File: src/sccfg_pkg.sv
package sccfg_pkg;
    // ------------------------------------------------------------
    // register map and widths
    // ------------------------------------------------------------
    localparam logic [11:0] CFG_ZERO_OFS = 12'h108; // channel_config_zero
    localparam logic [11:0] CFG_ONE_OFS  = 12'h10c; // channel_config_one
    localparam logic [11:0] STAT_OFS     = 12'h114; // pin and run status
    localparam logic [11:0] IRQ_STAT_OFS = 12'h118; // interrupt_status_reg
    localparam logic [11:0] IRQ_MASK_OFS = 12'h11c; // 1 masks a source
    localparam logic [31:0] CFG_RST      = 32'h0000_0000;
    localparam logic [7:0]  IRQ_RST      = 8'h00;
    localparam int          IRQ_W        = 8;
    // channel_config_zero fields
    localparam int Z_VIS = 12, Z_PSD = 8, Z_BCR = 7, Z_TOE = 5;
    localparam int Z_SSEL = 4, Z_HS = 3, Z_CM = 0, Z_SC = 16, Z_SM = 20;
    localparam logic [31:0] Z_WMASK = 32'h0037_11bf;
    // channel_config_one fields
    localparam int O_DIV = 25, O_TX_CLOCK_ON_REQUEST_PIN = 24, O_SOC = 22, O_RTS = 21;
    localparam int O_REQUEST_FLOW_CONTROL = 20, O_CLEAR_FLOW_CONTROL = 19, O_CAS = 18, O_ICD = 17;
    localparam int O_ODS = 16;
    localparam logic [31:0] O_WMASK = 32'h03ff_0000;

    // ------------------------------------------------------------
    // encodings
    // ------------------------------------------------------------
    typedef enum logic [2:0] {
        SCC_NRZ = 3'h0, SCC_BUS1 = 3'h1, SCC_NRZI = 3'h2, SCC_BUS2 = 3'h3,
        SCC_FM0 = 3'h4, SCC_FM1 = 3'h5, SCC_MAN = 3'h6, SCC_RSVD = 3'h7
    } sccfg_code_e;
    typedef enum logic [1:0] {
        SCC_HDLC = 2'h0, SCC_ENG_RSVD = 2'h1, SCC_BISYNC = 2'h2, SCC_ASYNC = 2'h3
    } sccfg_eng_e;
    localparam logic [2:0] CM_HS   = 3'h4; // high-speed clock mode
    localparam logic [2:0] CM_SLOT = 3'h5; // time-slot clock mode

    // ------------------------------------------------------------
    // whole module state
    // ------------------------------------------------------------
    typedef struct packed {
        logic [31:0]      cfg0;
        logic [31:0]      cfg1;
        logic [IRQ_W-1:0] interrupt_status_reg;
        logic [IRQ_W-1:0] imask;
        logic [31:0]      prdata;
        logic             pslverr;
        logic [1:0]       cts_s;
        logic [1:0]       cd_s;
        logic [2:0]       tclk_s;
        logic [1:0]       rxd_s;
        logic             rts_n;
        logic             tx_run;
        logic             txd;
        logic             txd_oe_n;
        logic             rxd;
        logic             vec;
    } sccfg_state_s;
endpackage

File: src/sccfg_top.sv
`timescale 1ns/1ps
// Function
// (RQ1) line coding chosen by three-bit field
// (RQ2) bus configuration modes use NRZ only
// (RQ3) two-bit field picks protocol engine
// (RQ4) masked status visible and read-cleared when enabled
// (RQ5) masked sources never raise a vector
// (RQ6) phase shift off, wide windows for NRZ/NRZI
// (RQ7) bit clock rate picks 1x or 16x voting
// (RQ8) tx clock pin drives clock or slot marker
// (RQ9) clock source bit picks option a or b
// (RQ10) high speed bit switches paths, gates clocks
// (RQ11) clock mode field selects modes 0 to 7
// (RQ12) bus modes drive request pin per output control
// (RQ13) data inversion on NRZ inverts every bit except HDLC idle ones
// (RQ14) idle ones stay uninverted in HDLC
// (RQ15) driver bit: open drain or push pull
// (RQ16) carrier polarity bit inverts carrier input
// (RQ17) high speed: tx clock on request pin
// (RQ18) HDLC request pin automatic or software held
// (RQ19) async/bisync request pin forced or FIFO driven
// (RQ20) request flow follows receive FIFO level
// (RQ21) clear-to-send stops transmitter unless ignored
// (RQ22) character modes finish current byte
// (RQ23) carrier auto start gates receiver
// (RQ24) software keeps auto start off in modes 1,4,5
module sccfg_top
    import sccfg_pkg::*;
(
    // clock and reset
    input  wire logic             core_clk,
    input  wire logic             reset,
    // apb slave
    input  wire logic             psel,
    input  wire logic             penable,
    input  wire logic             pwrite,
    input  wire logic [11:0]      paddr,
    input  wire logic [31:0]      pwdata,
    output logic                  pready,
    output logic [31:0]           prdata,
    output logic                  pslverr,
    // protocol engine side
    input  wire logic             tx_active,
    input  wire logic             rx_active,
    input  wire logic             tx_fifo_has_data,
    input  wire logic             rx_shadow_empty,
    input  wire logic             rx_at_threshold,
    input  wire logic             byte_in_progress,
    input  wire logic             async_ppp_mode,
    input  wire logic             tx_idle_ones,
    input  wire logic             tx_bit,
    input  wire logic             tx_clk_int,
    input  wire logic             tx_slot_mark,
    input  wire logic [IRQ_W-1:0] irq_events,
    output sccfg_code_e           line_coding_select,
    output sccfg_eng_e            protocol_engine_select,
    output logic [2:0]            clock_mode_select,
    output logic                  bus_config_mode,
    output logic                  clk_option_b,
    output logic                  dpll_no_shift,
    output logic                  sample_x16,
    output logic                  high_speed_path,
    output logic                  tx_enable,
    output logic                  rx_enable,
    output logic                  rx_bit,
    output logic                  cd_level,
    output logic                  irq_vector,
    // serial pins
    input  wire logic             cts_n_pin,
    input  wire logic             cd_pin,
    input  wire logic             rxd_pin,
    input  wire logic             tx_clock_pin_in,
    output logic                  tx_clock_pin_out,
    output logic                  tx_clock_pin_oe_n,
    output logic                  rts_n_pin_out,
    output logic                  rts_n_pin_oe_n,
    output logic                  txd_pin_out,
    output logic                  txd_pin_oe_n
);
    import sccfg_pkg::*;

    // ------------------------------------------------------------
    // helpers
    // ------------------------------------------------------------
    // nrz-type codings, bus modes included
    function automatic logic is_nrz(input logic [2:0] sc);
        return (sc == SCC_NRZ) || (sc == SCC_BUS1) || (sc == SCC_BUS2);
    endfunction

    // clock modes with an a/b option
    function automatic logic has_opt(input logic [2:0] cm);
        return (cm == 3'h0) || (cm == 3'h2) || (cm == 3'h3) || (cm >= 3'h6);
    endfunction

    sccfg_state_s q, d;             // registered state and next value
    logic         wr_en;            // write completes this edge
    logic         rd_en;            // read completes this edge
    logic         setup;            // apb setup phase
    logic [IRQ_W-1:0] vis_bits;     // bits a status read returns
    logic         hdlc, async_m, char_m;
    logic         hs_on, tclk_rise;
    logic         cts_act, cd_act;
    logic         rts_want_n;       // request level before hs override
    logic         inv;              // data inversion active
    logic         txd_val;

    // ------------------------------------------------------------
    // decoded configuration
    // ------------------------------------------------------------
    assign line_coding_select     = sccfg_code_e'(q.cfg0[Z_SC +: 3]); // [RQ1]
    assign protocol_engine_select = sccfg_eng_e'(q.cfg0[Z_SM +: 2]);  // [RQ3]
    assign clock_mode_select      = q.cfg0[Z_CM +: 3];                // [RQ11]
    // bus modes carry nrz timing only
    assign bus_config_mode = (line_coding_select == SCC_BUS1) ||
                             (line_coding_select == SCC_BUS2);        // [RQ2]
    assign hdlc    = (protocol_engine_select == SCC_HDLC);
    assign async_m = (protocol_engine_select == SCC_ASYNC);
    // character oriented engines finish a byte once started
    assign char_m  = async_m || (protocol_engine_select == SCC_BISYNC) ||
                     (hdlc && async_ppp_mode);
    assign hs_on   = hdlc && q.cfg0[Z_HS] && (clock_mode_select == CM_HS);
    assign clk_option_b = q.cfg0[Z_SSEL] && has_opt(clock_mode_select); // [RQ9]
    assign dpll_no_shift = q.cfg0[Z_PSD] &&
        (is_nrz(line_coding_select) || line_coding_select == SCC_NRZI); // [RQ6]
    // 16x voting only without dpll: modes 0, 1, 3b, 7b
    assign sample_x16 = q.cfg0[Z_BCR] && (async_m || (hdlc && async_ppp_mode)) &&
        ((clock_mode_select <= 3'h1) ||
         (q.cfg0[Z_SSEL] && (clock_mode_select == 3'h3 ||
                             clock_mode_select == 3'h7)));          // [RQ7]
    assign high_speed_path = hdlc && q.cfg0[Z_HS];                 // [RQ10]
    assign inv = q.cfg1[O_DIV] && is_nrz(line_coding_select);      // [RQ13]

    // ------------------------------------------------------------
    // pin levels after synchronisers
    // ------------------------------------------------------------
    assign cts_act   = ~q.cts_s[1];
    assign cd_act    = q.cd_s[1] ^ q.cfg1[O_ICD];                  // [RQ16]
    assign cd_level  = q.cd_s[1];
    assign tclk_rise = q.tclk_s[1] && !q.tclk_s[2];
    // auto start off means always on; software keeps it off in 1,4,5
    assign rx_enable = q.cfg1[O_CAS] ? cd_act : 1'b1;              // [RQ23] [RQ24]
    assign tx_enable = q.tx_run;
    assign rx_bit    = q.rxd;
    assign irq_vector = q.vec;

    // ------------------------------------------------------------
    // request line choice
    // ------------------------------------------------------------
    always_comb
    begin
        rts_want_n = 1'b1;
        if (hdlc && bus_config_mode && !q.cfg1[O_RTS])
        begin
            // output control field owns the pin in bus modes
            unique case (q.cfg1[O_SOC +: 2])
                2'h2:    rts_want_n = 1'b1;                        // [RQ12]
                2'h3:    rts_want_n = !rx_active;                  // [RQ12]
                default: rts_want_n = !tx_active;                  // [RQ12]
            endcase
        end
        else if (hdlc)
        begin
            // software hold keeps it low until cleared
            rts_want_n = !(q.cfg1[O_RTS] || tx_active);            // [RQ18]
        end
        else if (q.cfg1[O_RTS])
        begin
            rts_want_n = q.cfg1[O_REQUEST_FLOW_CONTROL];                           // [RQ19]
        end
        else if (q.cfg1[O_REQUEST_FLOW_CONTROL])
        begin
            // low when shadow empty, high at threshold, else hold
            if (rx_at_threshold)
                rts_want_n = 1'b1;                                 // [RQ20]
            else if (rx_shadow_empty)
                rts_want_n = 1'b0;                                 // [RQ20]
            else
                rts_want_n = q.rts_n;
        end
        else
        begin
            rts_want_n = !tx_fifo_has_data;                        // [RQ19]
        end
    end

    // ------------------------------------------------------------
    // pins driven out
    // ------------------------------------------------------------
    always_comb
    begin
        // in hs mode the request pin is a clock or an unused input
        rts_n_pin_out  = (hs_on && q.cfg1[O_TX_CLOCK_ON_REQUEST_PIN]) ? tx_clk_int : q.rts_n; // [RQ17]
        rts_n_pin_oe_n = hs_on && !q.cfg1[O_TX_CLOCK_ON_REQUEST_PIN];                // [RQ17]
        tx_clock_pin_out  = tx_clk_int;
        tx_clock_pin_oe_n = 1'b1;
        if (q.cfg0[Z_TOE])
        begin
            if (clock_mode_select == CM_SLOT)
            begin
                tx_clock_pin_out  = tx_slot_mark;                  // [RQ8]
                tx_clock_pin_oe_n = 1'b0;
            end
            else if (q.cfg0[Z_SSEL] ? has_opt(clock_mode_select)
                     : (clock_mode_select == 3'h3 || clock_mode_select == 3'h7))
            begin
                tx_clock_pin_oe_n = 1'b0;                          // [RQ8]
            end
        end
    end
    assign txd_pin_out  = q.txd;
    assign txd_pin_oe_n = q.txd_oe_n;

    // ------------------------------------------------------------
    // apb decode
    // ------------------------------------------------------------
    assign setup  = psel && !penable;
    assign pready = 1'b1;           // zero wait: data captured in setup
    assign wr_en  = psel && penable && pwrite;
    assign rd_en  = psel && penable && !pwrite;
    assign prdata = q.prdata;
    assign pslverr = q.pslverr && psel && penable;
    // masked bits show only when visible
    assign vis_bits = q.cfg0[Z_VIS] ? q.interrupt_status_reg : (q.interrupt_status_reg & ~q.imask);  // [RQ4]
    assign txd_val = tx_bit ^ (inv && !(hdlc && tx_idle_ones));    // [RQ13] [RQ14]

    // ------------------------------------------------------------
    // next state
    // ------------------------------------------------------------
    always_comb
    begin
        d = q;
        // synchronisers, first stage read only by second
        d.cts_s  = {q.cts_s[0], cts_n_pin};
        d.cd_s   = {q.cd_s[0], cd_pin};
        d.rxd_s  = {q.rxd_s[0], rxd_pin};
        d.tclk_s = {q.tclk_s[1:0], tx_clock_pin_in};
        d.rxd    = q.rxd_s[1] ^ inv;                               // [RQ13]
        // captured read data for the access phase
        if (setup)
        begin
            d.pslverr = 1'b0;
            unique case (paddr)
                CFG_ZERO_OFS: d.prdata = q.cfg0;
                CFG_ONE_OFS:  d.prdata = q.cfg1;
                STAT_OFS:     d.prdata = {26'h0, !q.rts_n, rx_enable,
                                          q.tx_run, cd_act, cts_act, hs_on};
                IRQ_STAT_OFS: d.prdata = {24'h0, vis_bits};
                IRQ_MASK_OFS: d.prdata = {24'h0, q.imask};
                default:
                begin
                    d.prdata  = 32'h0;
                    d.pslverr = 1'b1;
                end
            endcase
        end
        if (wr_en)
        begin
            if (paddr == CFG_ZERO_OFS)
                d.cfg0 = pwdata & Z_WMASK;
            if (paddr == CFG_ONE_OFS)
                d.cfg1 = pwdata & O_WMASK;
            if (paddr == IRQ_MASK_OFS)
                d.imask = pwdata[IRQ_W-1:0];
        end
        // read clears only what setup captured and returned; an event that
        // lands between setup and access stays pending, new events win
        if (rd_en && paddr == IRQ_STAT_OFS)
            d.interrupt_status_reg = q.interrupt_status_reg & ~q.prdata[IRQ_W-1:0];                  // [RQ4]
        d.interrupt_status_reg = d.interrupt_status_reg | irq_events;
        // vector only for unmasked sources
        d.vec = |(irq_events & ~q.imask);                          // [RQ5]
        // transmitter gating by clear-to-send
        d.tx_run = q.cfg1[O_CLEAR_FLOW_CONTROL] || cts_act ||
                   (char_m && byte_in_progress && q.tx_run);       // [RQ21] [RQ22]
        if (hs_on)
            d.tx_run = 1'b1;
        // request pin follows the transmit clock
        if (tclk_rise || hs_on)
            d.rts_n = rts_want_n;
        // open drain drives only the low level
        d.txd      = txd_val;
        d.txd_oe_n = !(q.cfg1[O_ODS] || !txd_val);                 // [RQ15]
    end

    // ------------------------------------------------------------
    // state register
    // ------------------------------------------------------------
    always_ff @(posedge core_clk)
    begin
        if (reset)
        begin
            q          <= '0;
            q.cfg0     <= CFG_RST;
            q.cfg1     <= CFG_RST;
            q.interrupt_status_reg      <= IRQ_RST;
            q.imask    <= IRQ_RST;
            q.rts_n    <= 1'b1;
            q.txd      <= 1'b1;
            q.txd_oe_n <= 1'b1;
        end
        else
        begin
            q <= d;
        end
    end
endmodule

File: config.mk
export PLATFORM = sky130hd
export DESIGN_NAME = sccfg_top
export DESIGN_NICKNAME = d
export VERILOG_FILES = /design/src/sccfg_pkg.sv /design/src/sccfg_top.sv
export SDC_FILE = /design/constraint.sdc
export NUM_CORES = 1
export LEC_CHECK = 0
export BUFFER_PORTS_ARGS = -buffer_cell sky130_fd_sc_hd__buf_2
export CORE_MARGIN = 4
export CORE_UTILIZATION = 55
export DETAILED_ROUTE_END_ITERATION = 10
export GPL_ROUTABILITY_DRIVEN = 0
export PLACE_DENSITY = 0.86
export SLEW_MARGIN = 15
export SYNTH_ARGS = -nofsm -noshare
export SYNTH_HDL_FRONTEND = slang
export SYNTH_SLANG_ARGS = --single-unit
File: constraint.sdc
create_clock -name core_clk -period 4.67 [get_ports core_clk]
set_clock_uncertainty 0.1 [all_clocks]
set_input_delay 0.934 -clock core_clk [delete_from_list [all_inputs] [get_ports core_clk]]
set_output_delay 0.934 -clock core_clk [all_outputs]
set_load 0.01 [all_outputs]
Word-level counts from Yosys, hierarchy flattened
Index checks and enable logic that the tools add are counted.

Register bits: 88.

$lt $le $gt $ge: 2. Eq/ne operators: 18. Multiplexer cells: 20. Bitwise operators: 10. Reductions and logical operators: 64.

Operators by type and width (number): 26-bit one-hot mux with 5 select lines (1); 12-bit by 9-bit equality test with 1-bit output (second input constant) (5); 1-bit logical AND (25); 8-bit bitwise AND (3); 1-bit logical OR (17); 1-bit two-way mux (16); 8-bit two-way mux (2); 8-bit NOT (2); 1-bit zero test (13); 3-bit by 2-bit equality test with 1-bit output (second input constant) (4); 3-bit equality test (second input constant) (3); 2-bit equality test (second input constant) (4); 8-bit bitwise OR (1); 2-bit AND reduction (4); 8-bit OR reduction (1); 3-bit zero test (2); 6-bit by 3-bit != test with 1-bit output (second input constant) (1); 5-bit OR reduction (1); 3-bit by 1-bit equality test with 1-bit output (second input constant) (1); 3-bit greater-or-equal comparator (second input constant) (1); 3-bit by 1-bit less-or-equal comparator with 1-bit output (second input constant) (1); 1-bit XOR (3); 2-bit zero test (1); 1-bit one-hot mux with 2 select lines (1); 1-bit NOT (1).

Depth between registers and ports, before layout
Depth after elaboration: 9. Depth in mapped cells: 7.

Worst setup path after synthesis
Ideal clock, no wire load.

Path kind: input-to-reg. From: input port paddr[1]. To: register q (netlist bit line_coding_select[0]). Arrival time: 2.451 ns. Required time: 4.438 ns. Path slack: 1.987 ns. Cell stages on the path: 6. Buffers on the path: 2. Cell sequence: or4b_4 > buf_6 > or4_4 > buf_6 > o21ai_1 > a21oi_1.

Cells in the longest elaborated chain, start to end: 2.

Ends and longest elaborated chain: start: declaration (RTL line sccfg_top.sv:37) `input wire logic [11:0] paddr,`; 12-bit by 9-bit equality test with 1-bit output (RTL line sccfg_top.sv:258) `if (paddr == CFG_ZERO_OFS)`; 2-bit AND reduction (no source line); end: declaration (RTL line sccfg_top.sv:95) `sccfg_state_s q, d;`.

No other way between the ends. A chain may end at the register's enable or synchronous reset.

Worst setup path in the final report
From: register q (netlist bit clock_mode_select[0]). To: output port rts_n_pin_out.

Cells in the longest elaborated chain, start to end: 4.

Ends and longest elaborated chain: 3-bit equality test (RTL line sccfg_top.sv:121) `assign hs_on = hdlc && q.cfg0[Z_HS] && (clock_mode_select == CM_HS);`; 1-bit logical AND (RTL line sccfg_top.sv:121); 1-bit logical AND (RTL line sccfg_top.sv:192) `rts_n_pin_out = (hs_on && q.cfg1[O_TX_CLOCK_ON_REQUEST_PIN]) ? tx_clk_int : q.rts_n;`; 1-bit two-way mux (RTL line sccfg_top.sv:192); end: declaration (RTL line sccfg_top.sv:75) `output logic rts_n_pin_out,`.

No other way between the ends.

==> run_results.csv <==
group,metric,value,unit
clock_network,cts_buffer_depth,2,
layout,post-route-util,64.25,%
critical_path,reg2reg_slack,2.69,ns
layout,fin_area,4389,um2
drt,drc_errors,0,
critical_path,cp_slowest_cell,"nor4b_1",
sta,max_freq,317.3,MHz
drt,vias,3836,
sta,period_share,67.49,%
critical_path,cp_max_fo,9,
status,status,"finished, final reports clean",
floorplan,core_area,6832,um2
clock_network,cts_tree,"yes",
drt,dr.pass1.iters,6,
logic_synthesis,synthTopCellsByArea,"dfxtp_1, buf_4, o21ai_0",
critical_path,crit_buf_inv,1,
grt,busiest_layer,"met2",
floorplan,ioPinCount,130,
clock_network,cts.sinks,76,
hold_path,hold_path_class,"register to register",
critical_path,crit_family,"simple AND/OR/NAND/NOR gates",
place,dp_cells,612,
floorplan,die_y,91.91,um
logic_synthesis,ys_seq_area_share,39.29,%
place,dp_hpwl,7966,um
logic_synthesis,ys_ff_latch,76,
logic_synthesis,ys_warn_count,0,
logic_synthesis,synth.top_cell.area_share,39.29,%
drt,drt_iter0_markers,531,
critical_path,critical_path.startpoint_type,"register",
layout,drive_gt1_share,26.88,%
sta,drv_slew,0,
grt,grt_pass1_wl,17170,um
grt,grt_max_degree,60,
clock_network,root_buffer,"clkbuf_8",
grt,grt.total_usage,25.41,%
grt,grt_pass1_vias,3576,
grt,met1_usage,32.36,%
clock_network,ctsHoldBuffers,0,
grt,met2_usage,40.39,%
power_and_ir_drop,p_leak,1.752,nW
layout,diodes,0,
sta,rsz0062_at_grt,"no",
floorplan,die_area,8447,um2
drt,wire_per_inst,17.42,um
logic_synthesis,syn_area_per_cell,8.274,um2
layout,areaGrowthSynthToFinish,13.34,%
critical_path,cp.arrival,2.12,ns
critical_path,worstPathRequired,3.64,ns
floorplan,initial_core_util,56.68,%
grt,antenna_found_initial,0,
sta,period_minus_slack,3.152,ns
grt,met3_usage,6.399,%
critical_path,critical-path-max-stage-delay,0.74,ns
clock_network,clkTransAtPathRegs,0.08,ns
logic_synthesis,synth_cell_types,54,
logic_synthesis,ys_top_cells_by_count,"dfxtp_1, buf_4, o21ai_0",
clock_network,clock_latency,0.35,ns
logic_synthesis,syn-cell-area,3872,um2
power_and_ir_drop,pwr_density_cell,318.8,nW/um2
place,place_area,4140,um2
clock_network,numCtsBuffers,9,
logic_synthesis,synth-edff-count,0,
critical_path,critical_path_class,"register to primary output",
floorplan,die_w,91.91,um
sta,fin_tns_setup,0,ns
drt,routed_wirelength,10940,um
floorplan,std_cell_rows,30,
logic_synthesis,synth_cells,468,
sta,hold_violations,0,
layout,fillers,589,
place,io_buffers,104,
layout,stdcell_count,628,
clock_network,postCtsSetupRepairBufs,0,
logic_synthesis,ys.flop_type,"dfxtp_1",
clock_network,htree_levels,3,
flow_run,cap_violations,0,
sta,worst_slew_pin_slew,1.019,ns
logic_synthesis,synth_async_sr_flop_share,0,%
power_and_ir_drop,ir_drop,209.9,uV
sta,slew-limit-headroom,31.53,%
critical_path,crit_chain,"nor4b_1 > nand3_1 > mux2_2 > buf_2",
critical_path,crit_path_end_kind,"primary output",
sta,finalSetupViolCount,0,
layout,finish.net_count,599,
clock_network,post_cts_resized,0,
drt,antenna_left,0,
grt,grt-ovfl-total,0,
sta,fin_hold_ws,0.3419,ns
logic_synthesis,synth_area_leader_cell,"dfxtp_1",
drt,viasPerCell,6.108,
logic_synthesis,synthMostInstantiatedCell,"dfxtp_1",
-- state kept, by name, indices dropped and copies added (netlist names), 2 cells and up --
name / flops
q: 37
prdata: 20
d: 5
clock_mode_select: 3
line_coding_select: 3
protocol_engine_select: 2
-- worst reg2reg max path: stages, from the launching register on --
cell	delay (ns)
dfxtp_1	0.42
nor4b_1	0.74
nand4_1	0.18
a21bo_2	0.22
a221oi_1	0.24
-- per-stage QoR --
step / total power [mW] / worst slack, ns
6_report: 1.399 / 1.518
5_1_grt: 1.435 / 1.423
4_1_cts: 1.395 / 1.554
3_5_place_dp: 0.7878 / 1.525
3_3_place_gp: 0.7851 / 1.550
2_1_floorplan: 0.7477 / 1.987
-- cells by family (layout without fill, tap and decap cells) --
group | after synthesis | after routing | synth area share (%)
muxes | 6 | 6 | 1.616
AOI/OAI and AO/OA | 149 | 149 | 24.56
other | 2 | 13 | 0.1939
buffers and inverters | 91 | 144 | 13.31
DFF | 76 | 76 | 39.29
and+or+nand+nor | 141 | 141 | 20.36
xor gates and xnor gates | 3 | 3 | 0.6786
-- path summary, 6_finish.rpt --
check                            start       endpoint  cells past startpoint
hold reg to reg                   d[7]           q[7]                      1
setup reg to reg  clock_mode_select[0]      prdata[0]                      4
hold / removal                    d[7]           q[7]                      1
setup / recovery  clock_mode_select[0]  rts_n_pin_out                      4
-- layout make-up --
cell class              instances  area, um2  share of cell area [%]
clock buffers                  11      141.4                   3.221
clock inverters                 5      107.6                   2.452
inverters                      21      78.83                   1.796
multi-input cells             312       1877                   42.76
flip-flops and latches         76       1521                   34.66
well taps                      96      120.1                   2.737
repair buffers                107      543.0                   12.37
-- cell usage in the layout (no fill, tap or decap), types with 4 or more instances in the layout --
cell type,Yosys,routed
inv_1,21,21
a22oi_1,7,7
o21ai_1,10,10
a31o_2,8,8
clkbuf_8,0,10
buf_2,4,104
conb_1,2,13
nor3_1,7,7
a311oi_1,9,9
o21ai_0,39,39
mux2i_1,4,4
nand3_1,36,36
a221oi_1,5,5
nor2b_1,21,21
nor2_1,19,19
a41oi_1,8,8
nand4_1,5,5
nand2b_1,5,5
nand2_1,25,25
a21oi_1,36,36
dfxtp_1,76,76
-- report_power, final --
part           switching (mW)  internal [mW]  leakage (nW)
registers             0.00605          0.659         0.618
logic                  0.0686         0.0412          1.01
clock network           0.251          0.373         0.124
total                   0.326           1.07          1.75
-- per-layer routing --
layer	vias up	share of wire, %
met3	46	11
met1	1768	39
met2	274	46
met4	0	3.5
met5	-	0
li1	1748	-
No activity file was read; power rests on OpenSTA's default activity.
